$ cat config.mk
export PLATFORM = sky130hd
export DESIGN_NAME = async_serial_port_flow_ctrl
export DESIGN_NICKNAME = d
export VERILOG_FILES = /design/src/common/serial_port_pkg.sv /design/src/logic/async_serial_port_flow_ctrl.sv /design/src/logic/fifo_buffer.sv
export VERILOG_INCLUDE_DIRS = /design/src /design/src/common
export SDC_FILE = /design/constraint.sdc
export NUM_CORES = 1
export LEC_CHECK = 0
export ABC_CLOCK_PERIOD_IN_PS = 15330
export BUFFER_PORTS_ARGS = -buffer_cell sky130_fd_sc_hd__buf_2
export CAP_MARGIN = 25
export CORE_MARGIN = 5
export CORE_UTILIZATION = 45
export DETAILED_ROUTE_END_ITERATION = 10
export GPL_TIMING_DRIVEN = 0
export PLACE_DENSITY = 0.66
export SKIP_CTS_REPAIR_TIMING = 1
export SYNTH_ARGS = -nofsm -noshare
export SYNTH_HDL_FRONTEND = slang
export SYNTH_SLANG_ARGS = --single-unit
$ cat constraint.sdc
create_clock -name pclk -period 15.33 [get_ports pclk]
set_input_delay 3.066 -clock pclk [delete_from_list [all_inputs] [get_ports pclk]]
set_output_delay 3.066 -clock pclk [all_outputs]
set_load 0.01 [all_outputs]
$ cat src/common/serial_port_map.svh
`ifndef SERIAL_PORT_MAP_SVH
`define SERIAL_PORT_MAP_SVH

// system clock and default bit rate
`define CLK_HZ 100000000
`define DEFAULT_BAUD 9600
`define DEFAULT_DIV ((`CLK_HZ + `DEFAULT_BAUD - 1) / `DEFAULT_BAUD)
`define DIV_W 20
`define MIN_DIV 20'h00008
`define DIV_ONE 20'h00001

// register byte offsets
`define ADDR_W 12
`define DATA_OFS 12'h000
`define STATUS_OFS 12'h004
`define CTRL_OFS 12'h008
`define BAUD_OFS 12'h00C

// control fields
`define CTRL_W 7
`define CTRL_RESET 7'h11
`define CTRL_EIGHT 0
`define CTRL_PAR_EN 1
`define CTRL_PAR_ODD 2
`define CTRL_TWO_STOP 3
`define CTRL_FLOW_EN 4
`define CTRL_DTR 5
`define CTRL_RTS 6

// status fields
`define ST_TX_FULL 0
`define ST_TX_EMPTY 1
`define ST_RX_AVAIL 2
`define ST_TX_ACTIVE 3
`define ST_OVERRUN 4
`define ST_FRAMING 5
`define ST_PARITY 6
`define ST_CTS 7
`define ST_DSR 8
`define ST_DCD 9
`define ST_RI 10

// synchroniser lanes
`define PIN_N 5
`define PIN_RXD 0
`define PIN_CTS 1
`define PIN_DSR 2
`define PIN_DCD 3
`define PIN_RI 4

// fifo shape and bit counts
`define FIFO_W 8
`define FIFO_D 8
`define LAST_BIT8 3'h7
`define LAST_BIT7 3'h6

`endif

$ cat src/common/serial_port_pkg.sv
package serial_port_pkg;

    typedef enum logic [2:0] {
        TX_IDLE,
        TX_LEAD,
        TX_START,
        TX_DATA,
        TX_PARITY,
        TX_STOP,
        TX_TRAIL
    } tx_state_type;

    typedef enum logic [2:0] {
        RX_IDLE,
        RX_START,
        RX_DATA,
        RX_PARITY,
        RX_STOP
    } rx_state_type;

endpackage : serial_port_pkg

$ cat src/logic/async_serial_port_flow_ctrl.sv
// Operation
// bit rate programmable from 183 baud up to 6 Mbaud
// bit period never shorter than eight system clock cycles
// ceilings: 48 MHz 6 Mbaud, 24 MHz 3 Mbaud, 12 MHz 1.5 Mbaud
// frame: start bit, 7 or 8 data, optional parity, 1 or 2 stop
// data bits sent least significant first, right after start bit
// bit rate is 9600 baud after reset
// rts/cts flow control enabled after reset
// format after reset: eight data bits, no parity, one stop bit
// rate, flow, data bits, parity, stop bits all writable at run time
// transmit-active output marks outgoing transmission for rs485 driver
// standard async serial port with flow control via line transceivers
// transmit-active rises one bit before data, falls one bit after frame
// drive rts_n and dtr_n, sample cts_n, dcd_n, dsr_n, ring_indicate_n
// with flow control on, no new frame while cts deasserted
// receiver: falling start edge, centre sampling, framing error on low stop
`timescale 1ns/10ps
`include "serial_port_map.svh"

module async_serial_port_flow_ctrl #(
    parameter logic [`DIV_W-1:0] BAUD_DIV_RESET = `DIV_W'(`DEFAULT_DIV)
) (
    input wire logic pclk,
    input wire logic presetn,
    input wire logic [`ADDR_W-1:0] paddr,
    input wire logic psel,
    input wire logic penable,
    input wire logic pwrite,
    input wire logic [31:0] pwdata,
    output logic [31:0] prdata,
    output logic pready,
    output logic pslverr,
    output logic txd,
    input wire logic rxd,
    output logic rts_n,
    input wire logic cts_n,
    output logic dtr_n,
    input wire logic dsr_n,
    input wire logic dcd_n,
    input wire logic ring_indicate_n,
    output logic tx_active
);
    logic [`PIN_N-1:0] pins_in, sync1_r, sync2_r;
    logic [`CTRL_W-1:0] ctrl_r;
    logic [`DIV_W-1:0] baud_r, div_eff, div_half, tx_cnt_r, rx_cnt_r;
    logic [31:0] prdata_r, status_word, read_mux;
    logic [`FIFO_W-1:0] tx_out_data, rx_out_data, rx_data_r;
    logic [7:0] tx_shift_r, tx_masked, rx_shift_r;
    logic [2:0] tx_bit_r, last_bit, rx_bit_r;
    logic setup_ph, access_ph, addr_ok, hit_data, wr_en, clr_wr, tx_push, tx_pop, tx_in_ready;
    logic tx_out_valid, rx_in_ready, rx_out_valid, rx_pop, overrun_r, framing_r, parity_r;
    logic rts_n_r, dtr_n_r, cts_ok, rx_line, rx_prev_r, tx_bit_end, tx_par_r, txd_r, tx_active_r;
    logic rx_bit_end, rx_half_end, rx_par_acc_r, rx_perr_r, rx_done_r, rx_ferr_r, rx_perr_ev_r;
    serial_port_pkg::tx_state_type tx_state_r;
    serial_port_pkg::rx_state_type rx_state_r;

    // two flops on every pin, lanes in PIN_ order; only the second stage is used
    assign pins_in = {ring_indicate_n, dcd_n, dsr_n, cts_n, rxd};
    for (genvar g = 0; g < `PIN_N; g++) begin : g_sync
        // idle-high line and deasserted modem inputs at reset
        always_ff @(posedge pclk or negedge presetn) begin
            if (!presetn) begin
                sync1_r[g] <= 1'b1;
                sync2_r[g] <= 1'b1;
            end else begin
                sync1_r[g] <= pins_in[g];
                sync2_r[g] <= sync1_r[g];
            end
        end
    end

    assign rx_line = sync2_r[`PIN_RXD];
    assign cts_ok = !ctrl_r[`CTRL_FLOW_EN] || !sync2_r[`PIN_CTS];
    // clamp keeps the period at eight clocks minimum, so clk/8 is the ceiling
    assign div_eff = (baud_r < `MIN_DIV) ? `MIN_DIV : baud_r;
    assign div_half = div_eff >> 1;
    assign last_bit = ctrl_r[`CTRL_EIGHT] ? `LAST_BIT8 : `LAST_BIT7;
    // apb decode; only a data write into a full fifo stretches the access
    assign setup_ph = psel && !penable;
    assign access_ph = psel && penable;
    assign hit_data = (paddr == `DATA_OFS);
    assign addr_ok = hit_data || (paddr == `STATUS_OFS) || (paddr == `CTRL_OFS)
                     || (paddr == `BAUD_OFS);
    assign pready = !(access_ph && pwrite && hit_data && !tx_in_ready);
    assign pslverr = access_ph && !addr_ok;
    assign wr_en = access_ph && pwrite && pready;
    assign tx_push = wr_en && hit_data;
    assign rx_pop = access_ph && !pwrite && hit_data && rx_out_valid;
    assign clr_wr = wr_en && (paddr == `STATUS_OFS);
    assign prdata = prdata_r;
    // status word; unused bits read zero
    always_comb begin
        status_word = 32'h00000000;
        status_word[`ST_TX_FULL] = !tx_in_ready;
        status_word[`ST_TX_EMPTY] = !tx_out_valid;
        status_word[`ST_RX_AVAIL] = rx_out_valid;
        status_word[`ST_TX_ACTIVE] = tx_active_r;
        status_word[`ST_OVERRUN] = overrun_r;
        status_word[`ST_FRAMING] = framing_r;
        status_word[`ST_PARITY] = parity_r;
        status_word[`ST_CTS] = !sync2_r[`PIN_CTS];
        status_word[`ST_DSR] = !sync2_r[`PIN_DSR];
        status_word[`ST_DCD] = !sync2_r[`PIN_DCD];
        status_word[`ST_RI] = !sync2_r[`PIN_RI];
    end
    // read mux, sampled in the setup cycle so prdata comes from a flop
    always_comb begin
        read_mux = 32'h00000000;
        unique case (paddr)
            `DATA_OFS: read_mux = {24'h000000, rx_out_valid ? rx_out_data : 8'h00};
            `STATUS_OFS: read_mux = status_word;
            `CTRL_OFS: read_mux = {25'h0000000, ctrl_r};
            `BAUD_OFS: read_mux = {12'h000, baud_r};
            default: read_mux = 32'h00000000;
        endcase
    end
    always_ff @(posedge pclk or negedge presetn) begin
        if (!presetn) begin
            prdata_r <= 32'h00000000;
        end else if (setup_ph && !pwrite) begin
            prdata_r <= read_mux;
        end
    end

    // configuration; format changes take effect at once, not at a frame boundary,
    // so a mid-frame change may corrupt that one frame
    always_ff @(posedge pclk or negedge presetn) begin
        if (!presetn) begin
            ctrl_r <= `CTRL_RESET; // see R7
            baud_r <= BAUD_DIV_RESET;
        end else if (wr_en) begin
            if (paddr == `CTRL_OFS) begin
                ctrl_r <= pwdata[`CTRL_W-1:0];
            end
            if (paddr == `BAUD_OFS) begin
                baud_r <= pwdata[`DIV_W-1:0]; // see R1
            end
        end
    end

    // sticky errors, write one to clear; a new event beats the clear
    always_ff @(posedge pclk or negedge presetn) begin
        if (!presetn) begin
            overrun_r <= 1'b0;
            framing_r <= 1'b0;
            parity_r <= 1'b0;
        end else begin
            overrun_r <= (rx_done_r && !rx_in_ready)
                         || (overrun_r && !(clr_wr && pwdata[`ST_OVERRUN]));
            framing_r <= (rx_done_r && rx_ferr_r)
                         || (framing_r && !(clr_wr && pwdata[`ST_FRAMING]));
            parity_r <= (rx_done_r && rx_perr_ev_r)
                        || (parity_r && !(clr_wr && pwdata[`ST_PARITY]));
        end
    end

    // modem outputs; with flow on, rts follows room in the receive fifo
    always_ff @(posedge pclk or negedge presetn) begin
        if (!presetn) begin
            rts_n_r <= 1'b1;
            dtr_n_r <= 1'b1;
        end else begin
            rts_n_r <= ctrl_r[`CTRL_FLOW_EN] ? !rx_in_ready : !ctrl_r[`CTRL_RTS];
            dtr_n_r <= !ctrl_r[`CTRL_DTR];
        end
    end

    assign rts_n = rts_n_r;
    assign dtr_n = dtr_n_r;
    assign txd = txd_r;
    assign tx_active = tx_active_r;
    fifo_buffer #(
        .WIDTH(`FIFO_W),
        .DEPTH(`FIFO_D)
    ) u_tx_fifo (
        .pclk(pclk),
        .presetn(presetn),
        .in_valid(tx_push),
        .in_data(pwdata[`FIFO_W-1:0]),
        .in_ready(tx_in_ready),
        .out_valid(tx_out_valid),
        .out_data(tx_out_data),
        .out_ready(tx_pop)
    );
    fifo_buffer #(
        .WIDTH(`FIFO_W),
        .DEPTH(`FIFO_D)
    ) u_rx_fifo (
        .pclk(pclk),
        .presetn(presetn),
        .in_valid(rx_done_r && rx_in_ready),
        .in_data(rx_data_r),
        .in_ready(rx_in_ready),
        .out_valid(rx_out_valid),
        .out_data(rx_out_data),
        .out_ready(rx_pop)
    );

    // bit timer; >= so a divider cut mid-bit cannot strand the count
    assign tx_bit_end = (tx_cnt_r >= div_eff - `DIV_ONE);
    assign tx_pop = (tx_state_r == serial_port_pkg::TX_IDLE) && tx_out_valid && cts_ok;
    assign tx_masked = ctrl_r[`CTRL_EIGHT] ? tx_out_data : {1'b0, tx_out_data[6:0]};
    always_ff @(posedge pclk or negedge presetn) begin
        if (!presetn) begin
            tx_cnt_r <= '0;
        end else if (tx_state_r == serial_port_pkg::TX_IDLE || tx_bit_end) begin
            tx_cnt_r <= '0;
        end else begin
            tx_cnt_r <= tx_cnt_r + `DIV_ONE;
        end
    end

    // transmitter; active covers one bit before the start bit and one after stop
    always_ff @(posedge pclk or negedge presetn) begin
        if (!presetn) begin
            tx_state_r <= serial_port_pkg::TX_IDLE;
            tx_bit_r <= 3'h0;
            tx_shift_r <= 8'h00;
            tx_par_r <= 1'b0;
            txd_r <= 1'b1;
            tx_active_r <= 1'b0;
        end else begin
            unique case (tx_state_r)
                serial_port_pkg::TX_IDLE: begin
                    if (tx_pop) begin
                        tx_shift_r <= tx_masked;
                        tx_par_r <= (^tx_masked) ^ ctrl_r[`CTRL_PAR_ODD];
                        tx_active_r <= 1'b1; // see R10
                        tx_state_r <= serial_port_pkg::TX_LEAD;
                    end
                end
                serial_port_pkg::TX_LEAD: begin
                    if (tx_bit_end) begin
                        txd_r <= 1'b0;
                        tx_state_r <= serial_port_pkg::TX_START;
                    end
                end
                serial_port_pkg::TX_START: begin
                    if (tx_bit_end) begin
                        txd_r <= tx_shift_r[0];
                        tx_bit_r <= 3'h0;
                        tx_state_r <= serial_port_pkg::TX_DATA;
                    end
                end
                serial_port_pkg::TX_DATA: begin
                    if (tx_bit_end) begin
                        if (tx_bit_r == last_bit) begin
                            if (ctrl_r[`CTRL_PAR_EN]) begin
                                txd_r <= tx_par_r;
                                tx_state_r <= serial_port_pkg::TX_PARITY;
                            end else begin
                                txd_r <= 1'b1;
                                tx_bit_r <= 3'h0;
                                tx_state_r <= serial_port_pkg::TX_STOP;
                            end
                        end else begin
                            txd_r <= tx_shift_r[1];
                            tx_shift_r <= tx_shift_r >> 1;
                            tx_bit_r <= tx_bit_r + 3'h1;
                        end
                    end
                end
                serial_port_pkg::TX_PARITY: begin
                    if (tx_bit_end) begin
                        txd_r <= 1'b1;
                        tx_bit_r <= 3'h0;
                        tx_state_r <= serial_port_pkg::TX_STOP;
                    end
                end
                serial_port_pkg::TX_STOP: begin
                    if (tx_bit_end) begin
                        if (ctrl_r[`CTRL_TWO_STOP] && tx_bit_r == 3'h0) begin
                            tx_bit_r <= 3'h1;
                        end else begin
                            tx_state_r <= serial_port_pkg::TX_TRAIL;
                        end
                    end
                end
                serial_port_pkg::TX_TRAIL: begin
                    if (tx_bit_end) begin
                        tx_active_r <= 1'b0;
                        tx_state_r <= serial_port_pkg::TX_IDLE;
                    end
                end
            endcase
        end
    end

    // receive bit timer: half a bit to the start centre, then whole bits
    assign rx_bit_end = (rx_cnt_r >= div_eff - `DIV_ONE);
    assign rx_half_end = (rx_cnt_r >= div_half - `DIV_ONE);
    always_ff @(posedge pclk or negedge presetn) begin
        if (!presetn) begin
            rx_cnt_r <= '0;
            rx_prev_r <= 1'b1;
        end else begin
            rx_prev_r <= rx_line;
            if (rx_state_r == serial_port_pkg::RX_IDLE || rx_bit_end
                || (rx_state_r == serial_port_pkg::RX_START && rx_half_end)) begin
                rx_cnt_r <= '0;
            end else begin
                rx_cnt_r <= rx_cnt_r + `DIV_ONE;
            end
        end
    end

    // receiver; only the first stop bit is checked so a back-to-back
    // start edge right after it is never missed
    always_ff @(posedge pclk or negedge presetn) begin
        if (!presetn) begin
            rx_state_r <= serial_port_pkg::RX_IDLE;
            rx_bit_r <= 3'h0;
            rx_shift_r <= 8'h00;
            rx_par_acc_r <= 1'b0;
            rx_perr_r <= 1'b0;
            rx_done_r <= 1'b0;
            rx_ferr_r <= 1'b0;
            rx_perr_ev_r <= 1'b0;
            rx_data_r <= 8'h00;
        end else begin
            rx_done_r <= 1'b0;
            unique case (rx_state_r)
                serial_port_pkg::RX_IDLE: begin
                    if (rx_prev_r && !rx_line) begin
                        rx_par_acc_r <= 1'b0;
                        rx_perr_r <= 1'b0;
                        rx_state_r <= serial_port_pkg::RX_START;
                    end
                end
                serial_port_pkg::RX_START: begin
                    if (rx_half_end) begin
                        rx_bit_r <= 3'h0;
                        // a glitch that is high again at mid-bit is not a start
                        rx_state_r <= rx_line ? serial_port_pkg::RX_IDLE
                                              : serial_port_pkg::RX_DATA;
                    end
                end
                serial_port_pkg::RX_DATA: begin
                    if (rx_bit_end) begin
                        rx_shift_r <= {rx_line, rx_shift_r[7:1]};
                        rx_par_acc_r <= rx_par_acc_r ^ rx_line;
                        rx_bit_r <= rx_bit_r + 3'h1;
                        if (rx_bit_r == last_bit) begin
                            rx_state_r <= ctrl_r[`CTRL_PAR_EN] ? serial_port_pkg::RX_PARITY
                                                               : serial_port_pkg::RX_STOP;
                        end
                    end
                end
                serial_port_pkg::RX_PARITY: begin
                    if (rx_bit_end) begin
                        rx_perr_r <= rx_line ^ rx_par_acc_r ^ ctrl_r[`CTRL_PAR_ODD];
                        rx_state_r <= serial_port_pkg::RX_STOP;
                    end
                end
                serial_port_pkg::RX_STOP: begin
                    if (rx_bit_end) begin
                        rx_done_r <= 1'b1;
                        rx_ferr_r <= !rx_line;
                        rx_perr_ev_r <= rx_perr_r;
                        rx_data_r <= ctrl_r[`CTRL_EIGHT] ? rx_shift_r
                                                         : {1'b0, rx_shift_r[7:1]};
                        rx_state_r <= serial_port_pkg::RX_IDLE;
                    end
                end
            endcase
        end
    end

endmodule : async_serial_port_flow_ctrl

$ cat src/logic/fifo_buffer.sv
`timescale 1ns/10ps

module fifo_buffer #(
    parameter int WIDTH = 8,
    parameter int DEPTH = 8
) (
    input wire logic pclk,
    input wire logic presetn,
    input wire logic in_valid,
    input wire logic [WIDTH-1:0] in_data,
    output logic in_ready,
    output logic out_valid,
    output logic [WIDTH-1:0] out_data,
    input wire logic out_ready
);
    localparam int AW = $clog2(DEPTH);

    logic [WIDTH-1:0] mem_r [DEPTH];
    logic [AW-1:0] wr_ptr_r;
    logic [AW-1:0] rd_ptr_r;
    logic [AW:0] count_r;
    logic push;
    logic pop;

    // full and empty come straight from the occupancy count
    assign in_ready = (count_r != (AW+1)'(DEPTH));
    assign out_valid = (count_r != '0);
    assign out_data = mem_r[rd_ptr_r];
    assign push = in_valid && in_ready;
    assign pop = out_valid && out_ready;

    // storage, no reset needed on the data words
    always_ff @(posedge pclk) begin
        if (push) begin
            mem_r[wr_ptr_r] <= in_data;
        end
    end

    // pointers wrap at depth, which need not be a power of two
    always_ff @(posedge pclk or negedge presetn) begin
        if (!presetn) begin
            wr_ptr_r <= '0;
            rd_ptr_r <= '0;
        end else begin
            if (push) begin
                wr_ptr_r <= (wr_ptr_r == AW'(DEPTH-1)) ? '0 : wr_ptr_r + 1'b1;
            end
            if (pop) begin
                rd_ptr_r <= (rd_ptr_r == AW'(DEPTH-1)) ? '0 : rd_ptr_r + 1'b1;
            end
        end
    end

    // occupancy
    always_ff @(posedge pclk or negedge presetn) begin
        if (!presetn) begin
            count_r <= '0;
        end else if (push && !pop) begin
            count_r <= count_r + 1'b1;
        end else if (pop && !push) begin
            count_r <= count_r - 1'b1;
        end
    end

endmodule : fifo_buffer

==> impl_metrics.tcl <==
set metrics [dict create \
    clock-root-buffer "clkbuf_16" \
    wl_per_cell_um 18.74 \
    arrival_ps 4210 \
    postRouteAntennaNets 0 \
    finalSetupViolations 0 \
    synth_top_family_by_area "simple AND/OR/NAND/NOR gates" \
    synth_adder_area_share 0.06933 \
    clock_latency_ps 520 \
    cellLeakagePower_nw 7.086 \
    rrSetupSlack_ps 8940 \
    fmax_ghz 0.1374 \
    end_kind "output pin" \
    cts_buffers 34 \
    first_global_vias 9791 \
    die_width_um 191.7 \
    r2r_end "rx_shift_r[5]" \
    syn_area_per_cell_um2 12.45 \
    path_clk_slew_ps 50 \
    cts_tree "done" \
    p_total_w 0.001967 \
    status "completed" \
    wirelength_um 33340 \
    slew_viol_final 0 \
    grt_pass1_wl_um 53390 \
    hold_viol 0 \
    grt_max_degree 102 \
    clockBufferDepth 3 \
    rsz0062_at_grt "no" \
    critical_path_class "input pin to output pin" \
    cp-start-kind "input pin" \
    ff2ff_path_depth 19 \
    overflow 0 \
    drive_gt1_frac 0.2162 \
    coreArea_um2 32540 \
    critical_path_cell_count 7 \
    crit_chain "buf_2 > nor4_1 > nand3_1 > clkbuf_1 > inv_1 > nor2_1 > buf_2" \
    synth_ff_type "dfrtp_1" \
    io_buffers 66 \
    holdCritStartpoint "sync1_r[4]" \
    syn_inst 1193 \
    drtIter0Drc 592 \
    n_antenna_cell 0 \
    nFillCells 2820 \
    yosysTopAreaCellShare 0.2588 \
    dpl_worst_slack_ps 8041 \
    avgViaCountPerCell 5.366 \
    initial_utilization 0.4565 \
    ys_seq_area_frac 0.5420 \
    yosysWarnings 0 \
    async_reset_ff_frac 0.5661 \
    period_minus_slack_ps 7279 \
    synth_edf_count 128 \
    dieArea_um2 36740 \
    synthMuxAreaShare 0.1141 \
    path_max_fanout 10 \
    rows 66 \
    required_ps 12260 \
    antenna_found_initial 0 \
    synth_area_leader_cell "edfxtp_1" \
    max_slew_margin 0.3828 \
    dpl_cell_area_um2 15840 \
    worstMarginPinSlew_ps 922.4 \
    synth.cell_area_um2 14850 \
    ir_drop_mv 0.08265 \
    hold_slack_ps 354.4 \
    grt_usage 0.1836 \
    slowest_delay_ps 260 \
    cap_violations 0 \
    synth-simple-area-share 0.1155 \
    io_pins 92 \
    gp_congestion 0.8650 \
    fin_tns_setup_ps 0 \
    dp_hpwl_um 24160 \
    drc_errors 0 \
    num-nets-final 1445 \
    synth-compound-area-share 0.07556 \
    firstDrtPassIters 5 \
    design_area_um2 16910 \
    yosys-top-cells-area "edfxtp_1 (26%), dfrtp_1 (24%), ha_1 (6.6%)" \
    crit_top_cell "buf_2" \
    hp-class "register to register" \
    min_to "sync2_r[4]" \
    area_growth_pct 13.83 \
    die_h_um 191.7 \
    whs_path_depth 0 \
    vias 9546 \
    ys_types 79 \
    path_buf_inv 4 \
    synthXorXnorAreaFrac 0.05248 \
    fin_ws_ps 8051 \
    critPathTopFamily "buffers and inverters" \
    cts.sinks 295 \
    fin_crit_sh 0.4748 \
    power_density_nw_per_um2 116.4 \
    r2r_start "baud_r[15]" \
    clock_skew_ps 17.10 \
    slowest_stage "nor4_1" \
    ys_seq_elements 295 \
    cts_max_level 2 \
]
==> power breakdown <==
| part | leakage (nW) | internal (W) | switching (W) | total (W) |
|---|---|---|---|---|
| Sequential | 3.36 | 0.000864 | 0.0000361 | 0.000900 |
| Combinational | 3.21 | 0.000122 | 0.000173 | 0.000295 |
| Clock | 0.520 | 0.000454 | 0.000318 | 0.000772 |
| Total | 7.09 | 0.00144 | 0.000527 | 0.00197 |
==> layout by cell type, fill, tap and decap left out, types with 12 or more instances in the layout <==
cell type	n
xor2_1	42
xnor2_1	47
clkbuf_1	39
dfrtp_1	145
nand2b_1	14
clkbuf_16	35
o21ai_0	42
o31ai_1	12
mux4_2	32
nand3_1	32
a22oi_1	15
dfstp_2	22
ha_1	78
nor2_1	101
edfxtp_1	128
mux2i_1	19
inv_1	34
conb_1	13
nor3_1	20
buf_4	17
mux2_2	59
a21oi_1	23
and3_1	16
nand2_1	111
buf_2	74
a21o_1	14
==> how the worst max path moves through the flow <==
stage	from	to
6_report	paddr[9]	pslverr
5_1_grt	paddr[1]	pslverr
4_1_cts	paddr[9]	pslverr
3_5_place_dp	paddr[9]	pslverr
3_3_place_gp	paddr[1]	pslverr
2_1_floorplan	paddr[1]	pready
==> through the flow <==
stage	cells	utilization
after global routing	1779	0.5197
final	1779	0.5197
after detailed placement	1717	0.4869
after CTS	1779	0.5197
after global placement	1712	0.4849
after floorplan	1204	-
==> synthesized netlist by cell type (all sizes together), types with 5 or more instances <==
cell and count:
and3 16, nand2b 14, and2 5, dfstp 22
dfrtp 145, nand3 33, o31ai 12, nor2 102
o21a 7, mux4 32, buf 34, a21oi 23
o21ai 44, a21o 15, clkbuf 27, a22oi 15
nor4 13, xnor2 47, mux2 67, nor3 23
nor2b 11, inv 34, ha 78, nand4 7
o221ai 6, mux2i 19, nand2 111, edfxtp 128
xor2 42
==> routing by layer <==
layer,global-route usage,share of wire,up-vias,routed length [µm]
met3,0.02854,0.046,47,1536
met1,0.2586,0.46,4710,15250
li1,-,-,4574,-
met4,0.05000,0.024,0,795
met5,0,0,-,0
met2,0.2984,0.47,215,15750
==> final cells by class <==
type,count,area (µm²),area share
buffer,61,325.3,0.01924
clock buffer,52,959.7,0.05676
clock inverter,10,105.1,0.006216
inverter,34,127.6,0.007548
multi-input combinational,814,6391,0.3780
sequential,295,8050,0.4761
tap,442,553.0,0.03271
timing repair buffer,71,395.4,0.02338
==> kinds of logic (layout without fill, tap and decap cells) <==
group                    count (synthesis)  after routing
multiplexers                           118            118
other                                    2             13
XOR/XNOR                                89             89
AND/OR/NAND/NOR                        352            352
AO/OA/AOI/OAI                          161            161
flip-flops                             295            295
adder cells (fa/ha/maj)                 81             81
buffers and inverters                   95            228
==> registers in the layout, indices dropped and copies added, names as in the netlist, 4 cells and up <==
signal / cells
baud_r: 20
tx_cnt_r: 20
rx_cnt_r: 20
rx_data_r: 8
u_tx_fifo.count_r: 4
tx_shift_r: 8
prdata: 20
u_rx_fifo.count_r: 4
rx_shift_r: 8
u_tx_fifo.mem_r: 64
sync2_r: 4
u_rx_fifo.mem_r: 64
ctrl_r: 7
sync1_r: 5
Power figures use the tool's default switching activity.
